===== src/hdl/stepper_defines.svh =====
// Offsets, field positions, reset values and timing counts of the stepper supervisor
`ifndef STEPPER_DEFINES_SVH
`define STEPPER_DEFINES_SVH

// Clock and timing
`define CLK_HZ 32'h0262_5a00
`define MS_PER_S 32'h0000_03e8
`define IDLE_TIME_MS 32'h0000_03e8
`define IDLE_CYCLES (`IDLE_TIME_MS * (`CLK_HZ / `MS_PER_S))
`define BLINK_TIME_MS 32'h0000_0032
`define BLINK_CYCLES (`BLINK_TIME_MS * (`CLK_HZ / `MS_PER_S))

// Over-temperature threshold in degrees Celsius (90)
`define OVER_TEMP_C 8'h5a

// Displacement per pulse at the coarsest resolution code
`define STEP_SIZE_MAX 4'h8

// Register byte offsets
`define REG_CTRL 8'h00
`define REG_STATUS 8'h04
`define REG_IRQ_STAT 8'h08
`define REG_IRQ_MASK 8'h0c
`define REG_POSITION 8'h10

// Control fields and reset value
`define CTRL_POL 0
`define CTRL_IDLE0 1
`define CTRL_DUAL 2
`define CTRL_RES_LSB 4
`define CTRL_RST 32'h0000_0001

// Status fields
`define STAT_DRV_EN 3
`define STAT_DIS 4
`define STAT_IDLE 5

// Fault vector bits
`define FLT_OT 0
`define FLT_IL 1
`define FLT_SH 2

// Interrupt bits
`define IRQ_FAULT 0
`define IRQ_IDLE 1

`endif


===== src/hdl/stepper_pkg.sv =====
// Types shared by the stepper supervisor modules
package stepper_pkg;
  typedef enum logic [3:0]
  {
    DRV_RUN = 4'b0001,
    DRV_IDLE = 4'b0010,
    DRV_DIS = 4'b0100,
    DRV_FAULT = 4'b1000
  } drv_state_e;
  typedef logic [2:0] fault_vec_t;
  typedef logic [1:0] res_code_t;
  typedef logic [7:0] temp_t;
  typedef logic [3:0] step_size_t;
endpackage


===== src/hdl/sup_if.sv =====
// Internal carrier between supervisor core, fault latch and pulse decoder
`timescale 1ns/1ps
`default_nettype none
interface sup_if;
  logic fault_clr;
  logic [2:0] fault_vec;
  logic fault_new;
  logic fmt_dual;
  logic [1:0] res_code;
  logic step_evt;
  logic step_dir;
  logic [3:0] step_size;
  modport flt (input fault_clr, output fault_vec, fault_new);
  modport pls (input fmt_dual, res_code, output step_evt, step_dir, step_size);
  modport core (output fault_clr, fmt_dual, res_code,
                input fault_vec, fault_new, step_evt, step_dir, step_size);
endinterface
`default_nettype wire


===== src/hdl/fault_latch_unit.sv =====
// Fault input synchroniser and latch
`timescale 1ns/1ps
`default_nettype none
`include "stepper_defines.svh"
module fault_latch_unit
(
  input wire logic i_ref_clk,
  input wire logic i_rst_n,
  input wire stepper_pkg::temp_t i_temp_c,
  input wire logic i_interlock_open,
  input wire logic i_phase_short,
  input wire logic i_case_short,
  sup_if.flt sif
);
  import stepper_pkg::*;

  typedef struct packed {
    fault_vec_t sync1;
    fault_vec_t sync2;
    fault_vec_t lat;
    logic new_evt;
  } flt_s;

  flt_s st_r;
  flt_s st_nxt;
  fault_vec_t raw;

  always_comb
  begin
    st_nxt = st_r;
    raw = '0;
    raw[`FLT_OT] = i_temp_c > `OVER_TEMP_C;
    raw[`FLT_IL] = i_interlock_open;
    raw[`FLT_SH] = i_phase_short | i_case_short;
    st_nxt.sync1 = raw;
    st_nxt.sync2 = st_r.sync1;
    st_nxt.lat = sif.fault_clr ? st_r.sync2 : (st_r.lat | st_r.sync2);
    st_nxt.new_evt = |(st_r.sync2 & ~st_r.lat);
  end

  always_ff @(posedge i_ref_clk or negedge i_rst_n)
  begin
    if (!i_rst_n)
      st_r <= '0;
    else
      st_r <= st_nxt;
  end

  assign sif.fault_vec = st_r.lat;
  assign sif.fault_new = st_r.new_evt;

  property p_over_temp;
    @(posedge i_ref_clk) disable iff (!i_rst_n)
    (i_temp_c > `OVER_TEMP_C) |-> ##3 sif.fault_vec[`FLT_OT];
  endproperty
  a_over_temp: assert property (p_over_temp) else $error("over-temp not latched");

  property p_interlock;
    @(posedge i_ref_clk) disable iff (!i_rst_n)
    i_interlock_open |-> ##3 sif.fault_vec[`FLT_IL];
  endproperty
  a_interlock: assert property (p_interlock) else $error("interlock not latched");

  property p_short;
    @(posedge i_ref_clk) disable iff (!i_rst_n)
    (i_phase_short || i_case_short) |-> ##3 sif.fault_vec[`FLT_SH];
  endproperty
  a_short: assert property (p_short) else $error("short not latched");

  property p_sync_delay;
    @(posedge i_ref_clk) disable iff (!i_rst_n)
    sif.fault_new |-> $past(|raw, 3);
  endproperty
  a_sync_delay: assert property (p_sync_delay) else $error("fault without cause");

  for (genvar i = 0; i < 3; i++)
  begin : g_hold
    property p_hold;
      @(posedge i_ref_clk) disable iff (!i_rst_n)
      (!sif.fault_clr && st_r.lat[i]) |=> st_r.lat[i];
    endproperty
    a_hold: assert property (p_hold) else $error("fault dropped without clear");
  end
endmodule
`default_nettype wire


===== src/hdl/step_pulse_decoder.sv =====
// Directional pulse format decoder and resolution scaling
`timescale 1ns/1ps
`default_nettype none
`include "stepper_defines.svh"
module step_pulse_decoder
(
  input wire logic i_ref_clk,
  input wire logic i_rst_n,
  input wire logic i_pulse_a,
  input wire logic i_pulse_b,
  sup_if.pls sif
);
  import stepper_pkg::*;

  typedef struct packed {
    logic a_prev;
    logic b_prev;
    logic evt;
    logic dir;
    step_size_t size;
  } dec_s;

  dec_s st_r;
  dec_s st_nxt;
  logic rise_a;
  logic rise_b;

  always_comb
  begin
    st_nxt = st_r;
    rise_a = i_pulse_a & ~st_r.a_prev;
    rise_b = i_pulse_b & ~st_r.b_prev;
    st_nxt.a_prev = i_pulse_a;
    st_nxt.b_prev = i_pulse_b;
    st_nxt.size = `STEP_SIZE_MAX >> sif.res_code;
    if (sif.fmt_dual)
    begin
      st_nxt.evt = rise_a ^ rise_b;
      if (rise_a ^ rise_b)
        st_nxt.dir = rise_a;
    end
    else
    begin
      st_nxt.evt = rise_a;
      st_nxt.dir = i_pulse_b;
    end
  end

  always_ff @(posedge i_ref_clk or negedge i_rst_n)
  begin
    if (!i_rst_n)
      st_r <= '0;
    else
      st_r <= st_nxt;
  end

  assign sif.step_evt = st_r.evt;
  assign sif.step_dir = st_r.dir;
  assign sif.step_size = st_r.size;

  property p_step_dir;
    @(posedge i_ref_clk) disable iff (!i_rst_n)
    (!sif.fmt_dual && i_pulse_a && !st_r.a_prev)
      |=> sif.step_evt && (sif.step_dir == $past(i_pulse_b));
  endproperty
  a_step_dir: assert property (p_step_dir) else $error("step/dir pulse lost");

  property p_dual_ccw;
    @(posedge i_ref_clk) disable iff (!i_rst_n)
    (sif.fmt_dual && i_pulse_b && !st_r.b_prev && !(i_pulse_a && !st_r.a_prev))
      |=> sif.step_evt && !sif.step_dir;
  endproperty
  a_dual_ccw: assert property (p_dual_ccw) else $error("ccw pulse wrong");

  property p_size;
    @(posedge i_ref_clk) disable iff (!i_rst_n)
    1'b1 |=> sif.step_size == (`STEP_SIZE_MAX >> $past(sif.res_code));
  endproperty
  a_size: assert property (p_size) else $error("step size wrong");
endmodule
`default_nettype wire


===== src/hdl/stepper_fault_supervisor.sv =====
// Stepper drive supervisor: faults, disable, idle removal, indicator and APB registers
//
// Functional notes
// - The fault output conducts while no fault is latched and stops conducting on any fault.
// - Latched faults clear only on power-up reset or a toggle of the disable input.
// - A temperature above 90 C latches an over-temperature fault and stops the drive.
// - An open motor interlock loop latches an interlock fault.
// - A phase-to-phase or phase-to-case short latches a motor-short fault.
// - The indicator is red while a fault is latched and otherwise blinks green on pulses.
// - With the zero-percent idle option, current is removed after one second without pulses.
// - The disable polarity switch picks whether the energised or de-energised input disables.
// - Each input pulse moves the motor by an amount set by the step resolution code.
// - The two inputs are read as pulse pair or step plus direction as configured.
// - While disable is active, all motor current is removed.
//
// Chosen here: the placing of the registers and the APB interface to the registers.
`timescale 1ns/1ps
`default_nettype none
`include "stepper_defines.svh"
module stepper_fault_supervisor
#(
  parameter int unsigned IDLE_CYCLES = `IDLE_CYCLES,
  parameter int unsigned BLINK_CYCLES = `BLINK_CYCLES
)
(
  input wire logic i_ref_clk,
  input wire logic i_rst_n,
  input wire logic i_psel,
  input wire logic i_penable,
  input wire logic i_pwrite,
  input wire logic [7:0] i_paddr,
  input wire logic [31:0] i_pwdata,
  output logic [31:0] o_prdata,
  output logic o_pready,
  output logic o_pslverr,
  input wire logic i_pulse_a,
  input wire logic i_pulse_b,
  input wire logic i_disable_in,
  input wire stepper_pkg::temp_t i_temp_c,
  input wire logic i_interlock_open,
  input wire logic i_phase_short,
  input wire logic i_case_short,
  output logic o_fault_conduct,
  output logic o_led_red,
  output logic o_led_green,
  output logic o_drive_en,
  output logic o_micro_step,
  output logic o_micro_dir,
  output stepper_pkg::step_size_t o_micro_size,
  output logic o_irq
);
  import stepper_pkg::*;

  // ----------------------------------------------------------------
  // State
  // ----------------------------------------------------------------
  typedef struct packed {
    drv_state_e state;
    logic disable_polarity_switch;
    logic idle_current_zero_option;
    logic dual_pulse_format;
    res_code_t res;
    logic dis_prev;
    logic [31:0] idle_cnt;
    logic [31:0] blink_cnt;
    logic [1:0] irq_stat;
    logic [1:0] irq_mask;
    logic [31:0] pos;
    logic [31:0] prdata;
    logic slverr;
    logic irq;
    logic fault_ok;
    logic led_red;
    logic led_green;
    logic drv_en;
    logic mstep;
    logic mdir;
    step_size_t msize;
  } top_s;

  localparam top_s RST_VAL = '{state: DRV_DIS, disable_polarity_switch: 1'b1, default: '0};

  top_s st_r;
  top_s st_nxt;
  sup_if sif ();

  logic dis_act;
  logic any_fault;
  logic apb_setup;
  logic apb_access;
  logic idle_enter;
  logic [31:0] rd_val;
  logic [1:0] irq_ev;
  logic [1:0] irq_clr;

  // ----------------------------------------------------------------
  // Submodules
  // ----------------------------------------------------------------
  fault_latch_unit u_fault
  (
    .i_ref_clk(i_ref_clk),
    .i_rst_n(i_rst_n),
    .i_temp_c(i_temp_c),
    .i_interlock_open(i_interlock_open),
    .i_phase_short(i_phase_short),
    .i_case_short(i_case_short),
    .sif(sif.flt)
  );

  step_pulse_decoder u_pulse
  (
    .i_ref_clk(i_ref_clk),
    .i_rst_n(i_rst_n),
    .i_pulse_a(i_pulse_a),
    .i_pulse_b(i_pulse_b),
    .sif(sif.pls)
  );

  // ----------------------------------------------------------------
  // Address decode
  // ----------------------------------------------------------------
  function automatic logic addr_mapped(input logic [7:0] addr);
    addr_mapped = (addr == `REG_CTRL) || (addr == `REG_STATUS) ||
                  (addr == `REG_IRQ_STAT) || (addr == `REG_IRQ_MASK) ||
                  (addr == `REG_POSITION);
  endfunction

  // ----------------------------------------------------------------
  // Disable polarity and fault clear
  // ----------------------------------------------------------------
  assign dis_act = st_r.disable_polarity_switch ? i_disable_in : ~i_disable_in;
  assign sif.fault_clr = dis_act & ~st_r.dis_prev;
  assign sif.fmt_dual = st_r.dual_pulse_format;
  assign sif.res_code = st_r.res;
  assign any_fault = |sif.fault_vec;
  assign apb_setup = i_psel & ~i_penable;
  assign apb_access = i_psel & i_penable;

  // ----------------------------------------------------------------
  // Next state
  // ----------------------------------------------------------------
  always_comb
  begin
    st_nxt = st_r;
    idle_enter = 1'b0;
    rd_val = '0;
    irq_clr = '0;
    st_nxt.dis_prev = dis_act;

    // Drive state
    if (any_fault)
      st_nxt.state = DRV_FAULT;
    else if (dis_act)
      st_nxt.state = DRV_DIS;
    else
    begin
      unique case (st_r.state)
        DRV_RUN:
        begin
          if (st_r.idle_current_zero_option && !sif.step_evt &&
              st_r.idle_cnt == IDLE_CYCLES - 1)
          begin
            st_nxt.state = DRV_IDLE;
            idle_enter = 1'b1;
          end
        end
        DRV_IDLE:
        begin
          if (sif.step_evt || !st_r.idle_current_zero_option)
            st_nxt.state = DRV_RUN;
        end
        DRV_DIS, DRV_FAULT:
          st_nxt.state = DRV_RUN;
        default:
          st_nxt.state = DRV_DIS;
      endcase
    end

    // Idle timer counts cycles without a pulse
    if (sif.step_evt || st_r.state != DRV_RUN)
      st_nxt.idle_cnt = '0;
    else if (st_r.idle_cnt != IDLE_CYCLES - 1)
      st_nxt.idle_cnt = st_r.idle_cnt + 32'h1;

    // Step indicator stretch
    if (sif.step_evt)
      st_nxt.blink_cnt = BLINK_CYCLES;
    else if (st_r.blink_cnt != '0)
      st_nxt.blink_cnt = st_r.blink_cnt - 32'h1;

    // Motion output and position
    st_nxt.mstep = sif.step_evt && (st_r.state == DRV_RUN || st_r.state == DRV_IDLE) &&
                   !any_fault && !dis_act;
    if (sif.step_evt)
    begin
      st_nxt.mdir = sif.step_dir;
      st_nxt.msize = sif.step_size;
    end
    if (st_nxt.mstep)
    begin
      if (sif.step_dir)
        st_nxt.pos = st_r.pos + 32'(sif.step_size);
      else
        st_nxt.pos = st_r.pos - 32'(sif.step_size);
    end

    // Pin outputs
    st_nxt.fault_ok = !any_fault;
    st_nxt.led_red = any_fault;
    st_nxt.led_green = !any_fault && (sif.step_evt || st_r.blink_cnt != '0);
    st_nxt.drv_en = (st_nxt.state == DRV_RUN);

    // Register read mux
    unique case (i_paddr)
      `REG_CTRL:
      begin
        rd_val[`CTRL_POL] = st_r.disable_polarity_switch;
        rd_val[`CTRL_IDLE0] = st_r.idle_current_zero_option;
        rd_val[`CTRL_DUAL] = st_r.dual_pulse_format;
        rd_val[`CTRL_RES_LSB +: 2] = st_r.res;
      end
      `REG_STATUS:
      begin
        rd_val[2:0] = sif.fault_vec;
        rd_val[`STAT_DRV_EN] = st_r.drv_en;
        rd_val[`STAT_DIS] = dis_act;
        rd_val[`STAT_IDLE] = (st_r.state == DRV_IDLE);
      end
      `REG_IRQ_STAT:
        rd_val[1:0] = st_r.irq_stat;
      `REG_IRQ_MASK:
        rd_val[1:0] = st_r.irq_mask;
      `REG_POSITION:
        rd_val = st_r.pos;
      default:
        rd_val = '0;
    endcase

    // Setup phase captures read data and error
    if (apb_setup)
    begin
      st_nxt.prdata = rd_val;
      st_nxt.slverr = !addr_mapped(i_paddr);
    end

    // Access phase commits writes and read-clear
    if (apb_access && !st_r.slverr)
    begin
      if (i_pwrite && i_paddr == `REG_CTRL)
      begin
        st_nxt.disable_polarity_switch = i_pwdata[`CTRL_POL];
        st_nxt.idle_current_zero_option = i_pwdata[`CTRL_IDLE0];
        st_nxt.dual_pulse_format = i_pwdata[`CTRL_DUAL];
        st_nxt.res = i_pwdata[`CTRL_RES_LSB +: 2];
      end
      if (i_pwrite && i_paddr == `REG_IRQ_MASK)
        st_nxt.irq_mask = i_pwdata[1:0];
      if (!i_pwrite && i_paddr == `REG_IRQ_STAT)
        irq_clr = st_r.prdata[1:0];
    end

    // Sticky events, set wins over read-clear
    irq_ev = '0;
    irq_ev[`IRQ_FAULT] = sif.fault_new;
    irq_ev[`IRQ_IDLE] = idle_enter;
    st_nxt.irq_stat = (st_r.irq_stat & ~irq_clr) | irq_ev;
    st_nxt.irq = |(st_nxt.irq_stat & st_nxt.irq_mask);
  end

  always_ff @(posedge i_ref_clk or negedge i_rst_n)
  begin
    if (!i_rst_n)
      st_r <= RST_VAL;
    else
      st_r <= st_nxt;
  end

  // ----------------------------------------------------------------
  // Outputs
  // ----------------------------------------------------------------
  assign o_prdata = st_r.prdata;
  assign o_pready = apb_access;
  assign o_pslverr = st_r.slverr;
  assign o_fault_conduct = st_r.fault_ok;
  assign o_led_red = st_r.led_red;
  assign o_led_green = st_r.led_green;
  assign o_drive_en = st_r.drv_en;
  assign o_micro_step = st_r.mstep;
  assign o_micro_dir = st_r.mdir;
  assign o_micro_size = st_r.msize;
  assign o_irq = st_r.irq;

  // ----------------------------------------------------------------
  // Checks
  // ----------------------------------------------------------------
  property p_fault_out;
    @(posedge i_ref_clk) disable iff (!i_rst_n)
    any_fault |=> !o_fault_conduct && !o_drive_en;
  endproperty
  a_fault_out: assert property (p_fault_out) else $error("fault output conducts");

  property p_healthy_out;
    @(posedge i_ref_clk) disable iff (!i_rst_n)
    !any_fault |=> o_fault_conduct;
  endproperty
  a_healthy_out: assert property (p_healthy_out) else $error("healthy drive reads faulted");

  property p_red_led;
    @(posedge i_ref_clk) disable iff (!i_rst_n)
    any_fault |=> o_led_red && !o_led_green;
  endproperty
  a_red_led: assert property (p_red_led) else $error("indicator not red on fault");

  property p_idle_time;
    @(posedge i_ref_clk) disable iff (!i_rst_n)
    $rose(st_r.state == DRV_IDLE)
      |-> $past(st_r.idle_cnt) == IDLE_CYCLES - 1 && $past(st_r.idle_current_zero_option)
          && !o_drive_en;
  endproperty
  a_idle_time: assert property (p_idle_time) else $error("idle removal timing wrong");

  property p_dis_low;
    @(posedge i_ref_clk) disable iff (!i_rst_n)
    (!st_r.disable_polarity_switch && !i_disable_in) |=> !o_drive_en;
  endproperty
  a_dis_low: assert property (p_dis_low) else $error("de-energised disable ignored");

  property p_dis_high;
    @(posedge i_ref_clk) disable iff (!i_rst_n)
    (st_r.disable_polarity_switch && i_disable_in) |=> !o_drive_en;
  endproperty
  a_dis_high: assert property (p_dis_high) else $error("energised disable ignored");

  property p_pos_step;
    @(posedge i_ref_clk) disable iff (!i_rst_n)
    st_r.mstep && st_r.mdir |-> st_r.pos == $past(st_r.pos) + 32'(st_r.msize);
  endproperty
  a_pos_step: assert property (p_pos_step) else $error("position not scaled");
endmodule
`default_nettype wire


===== config.mk =====
export PLATFORM = sky130hd
export DESIGN_NAME = stepper_fault_supervisor
export DESIGN_NICKNAME = d
export VERILOG_FILES = /design/src/hdl/stepper_pkg.sv /design/src/hdl/sup_if.sv /design/src/hdl/fault_latch_unit.sv /design/src/hdl/step_pulse_decoder.sv /design/src/hdl/stepper_fault_supervisor.sv
export VERILOG_INCLUDE_DIRS = /design/src /design/src/hdl
export SDC_FILE = /design/constraint.sdc
export NUM_CORES = 1
export LEC_CHECK = 0
export ABC_AREA = 1
export BUFFER_PORTS_ARGS = -buffer_cell sky130_fd_sc_hd__buf_4
export CORE_UTILIZATION = 40
export CTS_CLUSTER_DIAMETER = 50
export DETAILED_ROUTE_END_ITERATION = 6
export GPL_TIMING_DRIVEN = 1
export SLEW_MARGIN = 40
export SYNTH_ARGS = -nofsm -noshare
export SYNTH_HDL_FRONTEND = slang
export SYNTH_SLANG_ARGS = --single-unit

===== constraint.sdc =====
create_clock -name i_ref_clk -period 3.3 [get_ports i_ref_clk]
set_clock_uncertainty 0.15 [all_clocks]
set_input_delay 0.495 -clock i_ref_clk [delete_from_list [all_inputs] [get_ports i_ref_clk]]
set_output_delay 0.495 -clock i_ref_clk [all_outputs]
set_load 0.05 [all_outputs]

==> results of run 1 <==
power by group through the flow:
stage / combinational (mW) / sequential (mW) / clock (mW)
after detailed placement: 0.580 / 2.28 / 0
after CTS: 0.583 / 2.24 / 2.08
after global routing: 0.649 / 2.25 / 2.16
after floorplan: 0.381 / 2.27 / 0
final: 0.583 / 2.24 / 2.02
after global placement: 0.572 / 2.28 / 0
synth_stat cells (7+ instances only):
library cell,count,area share
nand2_1,477,0.16
nand4_1,24,0.014
nor2_2,11,0.0063
nand3_1,82,0.038
o21ai_0,81,0.037
ha_1,35,0.040
a21oi_1,56,0.026
nor2_1,171,0.059
nand3b_1,9,0.0062
clkbuf_1,16,0.0055
nand2_2,8,0.0046
inv_1,216,0.075
dfrtp_1,170,0.39
nor4_1,7,0.0040
buf_4,37,0.026
xor2_1,20,0.016
xnor2_1,19,0.015
nor3_1,47,0.022
cell families after synthesis:
kind of cell,synth area share
muxes,0.00138
and+or+nand+nor,0.335
AOI/OAI and AO/OA,0.0801
xor gates and xnor gates,0.0329
DFF,0.396
adders and majority gates,0.0421
buffers and inverters,0.112
sequential cells by signal, indices dropped and copies added (netlist names), 2 cells and up:
register               count
sif.res_code               2
o_prdata                  32
u_pulse.sif.step_size      4
u_pulse.st_r               2
st_r                     107
u_fault.sif.fault_vec      3
o_micro_size               4
u_fault.st_r               3
u_fault.st_nxt             3
routing by layer:
| metal | up-vias | part of all wire | track usage |
|---|---|---|---|
| met2 | 184 | 0.47 | 0.355 |
| met1 | 4504 | 0.48 | 0.285 |
| li1 | 4950 | - | - |
| met3 | 33 | 0.033 | 0.0330 |
| met5 | - | 0 | 0 |
| met4 | 0 | 0.017 | 0.0612 |
worst max-delay path: stages (launching register included):
cell      delay (ns)
dfrtp_1         0.41
inv_1           0.11
ha_1            0.15
inv_1           0.04
nor2_1          0.12
a21oi_1         0.08
buf_4           0.22
ha_1            0.38
nand2_1         0.14
nor2_1          0.22
nand3_1         0.12
nand3b_1        0.19
nand2_1         0.11
nand2_1         0.09
nand2_1         0.05
nand3_1         0.08
nand2_1         0.06
path summary, 6_finish.rpt:
kind	start	endpoint	slack, ns
setup reg to reg	u_pulse.sif.step_size[0]	st_r[71]	0.46
hold reg to reg	u_fault.st_nxt[6]	u_fault.st_r[6]	0.21
hold / removal	i_pulse_b	u_pulse.st_r[6]	0.04
max in group asynchronous	i_rst_n	st_r[152]	1.69
setup / recovery	u_pulse.sif.step_size[0]	st_r[71]	0.46
min in group asynchronous	i_rst_n	st_r[90]	0.54
area by class of cell:
class	instances	area, um^2	share of cell area
tap	335	419	0.0343
sequential	172	4310	0.353
timing repair buffer	94	721	0.0590
inverter	222	833	0.0682
multi-input combinational	1095	5350	0.438
clock inverter	12	128	0.0105
clock buffer	20	457	0.0374
through the flow:
step | utilization | setup WS, ns | instance area (um^2)
after CTS | 0.463 | 0.474 | 12200
after detailed placement | 0.440 | 0.481 | 11600
after global routing | 0.463 | 0.134 | 12200
after global placement | 0.440 | 0.517 | 11600
after floorplan | - | 0.547 | 10900
final | 0.463 | 0.463 | 12200
==> flow_summary.yaml, run 1 <==
floorplan:
  initial_core_util: 0.413
  coreArea_um2: 26400
  num_rows: 59
  die_y_um: 167
  io_pins: 104
  dieWidth_um: 167
  dieArea_um2: 27800
cts:
  clk_pin_slew_ns: 0.07
  cts_buffers: 17
  cts_setup_buffers: 0
  cts_buffer_depth: 2
  cts-root-buf: "clkbuf_16"
  htreeDepth: 4
  hold_buffers: 1
  insertion_delay_ns: 0.43
  cts_tree: "done"
  cts_num_sinks: 172
  cts_resized: 0
synth:
  syn_area_um2: 10900
  ys_seq_area_frac: 0.396
  yosysWarnings: 0
  syn_nets: 1645
  syn_inst: 1550
  ys_seq_elements: 172
  async_reset_ff_frac: 1.00
  synth_flop_cell: "dfrtp_1"
  postSynthAreaPerCell_um2: 7.02
  ys_types: 46
  synth_edf_count: 0
power_and_ir_drop:
  peakVddDrop_mv: 0.289
  internal-power_mw: 3.47
  clock_power_share: 0.417
  power.switching_mw: 1.37
  seqPwrFrac: 0.462
  power_mw: 4.84
  combPwrFrac: 0.121
  power.density_nw_per_um2: 396
  p_sw_frac: 0.283
  leakage_nw: 6.21
layout:
  layout.cells.most_common: "nand2_1"
  syn_to_final_growth_pct: 12.3
  mostFrequentLayoutCells: "nand2_1 (477), inv_1 (216), nor2_1 (170), dfrtp_1 (170), buf_4 (90)"
  antenna_cells: 0
  drive_above_1_share: 0.102
  stdcell_count: 1950
  nFillCells: 2681
  nets: 1697
detailed_routing:
  drc: 0
  ant_nets: 0
  viasPerCell: 4.96
  detail_route.wl_per_cell_um: 14.6
  drt_iter0_drc: 596
  finalWirelength_mm: 28.5
  vias: 9671
  dr.pass1.iters: 5
timing:
  period_share: 0.860
  setup_viol: 0
  fin_tns_setup_ns: 0
  whs_ns: 0.0396
  fmax_mhz: 352
  worst_slew_pin_slew_ns: 0.714
  rsz0062_at_grt: "false"
  drv_slew: 0
  period_minus_slack_ns: 2.84
  final-hold-violation-count: 0
  relSlewSlack: 0.524
grt:
  overflow: 0
  grt_pass1_vias: 9523
  groute.usage.overall: 0.213
  antenna_found_initial: 0
  grt_pass1_wl_mm: 47.4
  grt_start_max_net_pins: 87
setup_path:
  end_kind: "register"
  worstSetupPathType: "reg2reg"
  rr_worst_depth: 16
  path_max_fanout: 14
  worst_ep_required_time_ns: 3.47
  crit_arrival_ns: 3.00
  startpoint_type: "register"
worst_hold_path:
  hp-class: "in2reg"
  whs_path_depth: 1
placement:
  hpwl_mm: 21.6
  dp_cells: 1915
  port_buffers: 76
  place.gp.congestion: 0.920
flow_run:
  cap_violations: 0
status:
  outcome: "completed"
(Power assumes the default switching activity.)
==> run 2: changes to the inputs <==
Clock period 3.3 ns to 2.5 ns, I/O delays scaled along.
==> run 2 against run 1 <==
The flow now finishes with violations (negative setup slack). Count of clock-buffer cells in the layout fell by 2. Largest power group unchanged. Fmax rose by 10%. Flip-flop and latch count did not move. Global-route usage rose by 0.80 points. Final cell count rose by 3.7%. Non-clock buffer count rose by 74. Routed wire length rose by 5.3%. Utilization rose by 5.9 points. Die area did not move. Combinational power rose by 61%. Highest routed layer unchanged. Sequential power rose by 32%.
==> flow_summary.yaml, run 2 (synthesis results as in run 1) <==
detailed_routing:
  routed-wl-met2_mm: 15.0
  maxUsedRoutingLayer: "met4"
  viasPerCell: 5.02
  dr_wl_met3_mm: 1.08
  routedLengthMet1_mm: 13.3
  drt_iter0_drc: 624
  drc: 0
  ant_nets: 0
  dr.pass1.iters: 5
  finalWirelength_mm: 30.0
  vias: 10147
  detail_route.wl_per_cell_um: 14.8
cts:
  cts-root-buf: "clkbuf_16"
  cts_num_sinks: 172
  cts_buffer_depth: 2
  clk_pin_slew_ns: 0.07
  htreeDepth: 4
  insertion_delay_ns: 0.44
  cts_buffers: 17
  cts_tree: "done"
timing:
  whs_ns: 0.0407
  setup_viol: 11
  drv_slew: 0
  rsz0062_at_grt: "true"
  relSlewSlack: 0.575
  fmax_mhz: 389
  fin_tns_setup_ns: -0.261
  period_share: 1.03
  setup_slack_ns: -0.0679
  period_minus_slack_ns: 2.57
  final-hold-violation-count: 0
  worst_slew_pin_slew_ns: 0.637
floorplan:
  dieWidth_um: 167
  die_y_um: 167
  io_pins: 104
  num_rows: 59
  initial_core_util: 0.413
  coreArea_um2: 26400
  dieArea_um2: 27800
setup_path:
  crit_arrival_ns: 2.74
  end_kind: "register"
  path_max_fanout: 5
  startpoint_type: "register"
  worst_ep_required_time_ns: 2.67
  worstSetupPathType: "reg2reg"
placement:
  postPlaceCellArea_um2: 12100
  place.gp.congestion: 0.943
  hpwl_mm: 21.8
  port_buffers: 76
  pre_cts_slack_ns: -0.319
  dp_cells: 1975
layout:
  nFillCells: 2482
  top_register: "st_r"
  register_area_um2: 4310
  layout.cells.most_common: "nand2_1"
  mostFrequentLayoutCells: "nand2_1 (415), inv_1 (203), dfrtp_1 (170)"
  final_core_util: 0.523
  multi_input_area_um2: 6260
  antenna_cells: 0
  drive_above_1_share: 0.236
  stdcell_count: 2022
  fin_area_um2: 13800
  syn_to_final_growth_pct: 26.7
  nets: 1771
  largest_reg_flops: 107
grt:
  antenna_found_initial: 0
  overflow: 0
  groute.usage.overall: 0.221
  grt_start_max_net_pins: 78
  grt_pass1_vias: 10056
  grt_pass1_wl_mm: 49.5
status:
  outcome: "finished with violations"
  violations: "negative setup slack"
worst_hold_path:
  hp-class: "in2reg"
power_and_ir_drop:
  power_mw: 6.56
  leakage_nw: 6.70
  peakVddDrop_mv: 0.438
  power.density_nw_per_um2: 476
flow_run:
  cap_violations: 0
-- run 2: worst max-delay path: stages (launching register included) --
cell and delay [ns]:
dfrtp_1 0.41, nor3_2 0.24, ha_2 0.31, nand2_2 0.07
o21ai_2 0.07, ha_4 0.30, nand2_4 0.06, buf_6 0.12
nor2_4 0.10, nand2_2 0.07, nand2_2 0.09, nand2_2 0.07
nand2_4 0.09, nand2_2 0.06, nand2_1 0.05, nand2_1 0.04
nand3_1 0.08, nand2_1 0.05
-- run 2: repair_timing --
item	in CTS	in global routing
hold buffers	8	0
gates resized for setup	89	125
setup buffers	7	4
pin swaps	23	51
setup endpoints to repair	26	27
hold endpoints to repair	28	0
-- run 2: final timing paths --
| check | start | cells after the start | slack (ns) | endpoint |
|---|---|---|---|---|
| min in group asynchronous | i_rst_n | 2 | 0.22 | u_pulse.sif.step_size[0] |
| worst max register to register | u_pulse.sif.step_size[1] | 17 | -0.07 | st_r[75] |
| max in group asynchronous | i_rst_n | 3 | 1.26 | st_r[136] |
| worst max-delay path | u_pulse.sif.step_size[1] | 17 | -0.07 | st_r[75] |
| worst min-delay path | i_pwdata[0] | 3 | 0.04 | st_r[149] |
| worst min register to register | u_fault.st_nxt[4] | 0 | 0.20 | u_fault.st_r[4] |
-- run 2: power breakdown --
group	switching (mW)	internal, mW	total (mW)	leakage, nW
logic	0.581	0.356	0.937	4.17
clock network	1.19	1.48	2.67	0.271
registers	0.0800	2.87	2.95	2.26
total	1.85	4.70	6.56	6.70
-- run 2: layout make-up --
type	instances	share of cell area
repair buffers	168	0.100
well taps	335	0.0304
multi-input cells	1095	0.455
clock inverters	12	0.0104
inverters	222	0.0608
clock buffers	18	0.0311
flip-flops and latches	172	0.313
-- run 2: per-layer routing --
layer | GRT usage | up-vias
li1 | - | 5104
met1 | 0.278 | 4819
met2 | 0.391 | 178
met3 | 0.0335 | 46
met4 | 0.0608 | 0
met5 | 0 | -
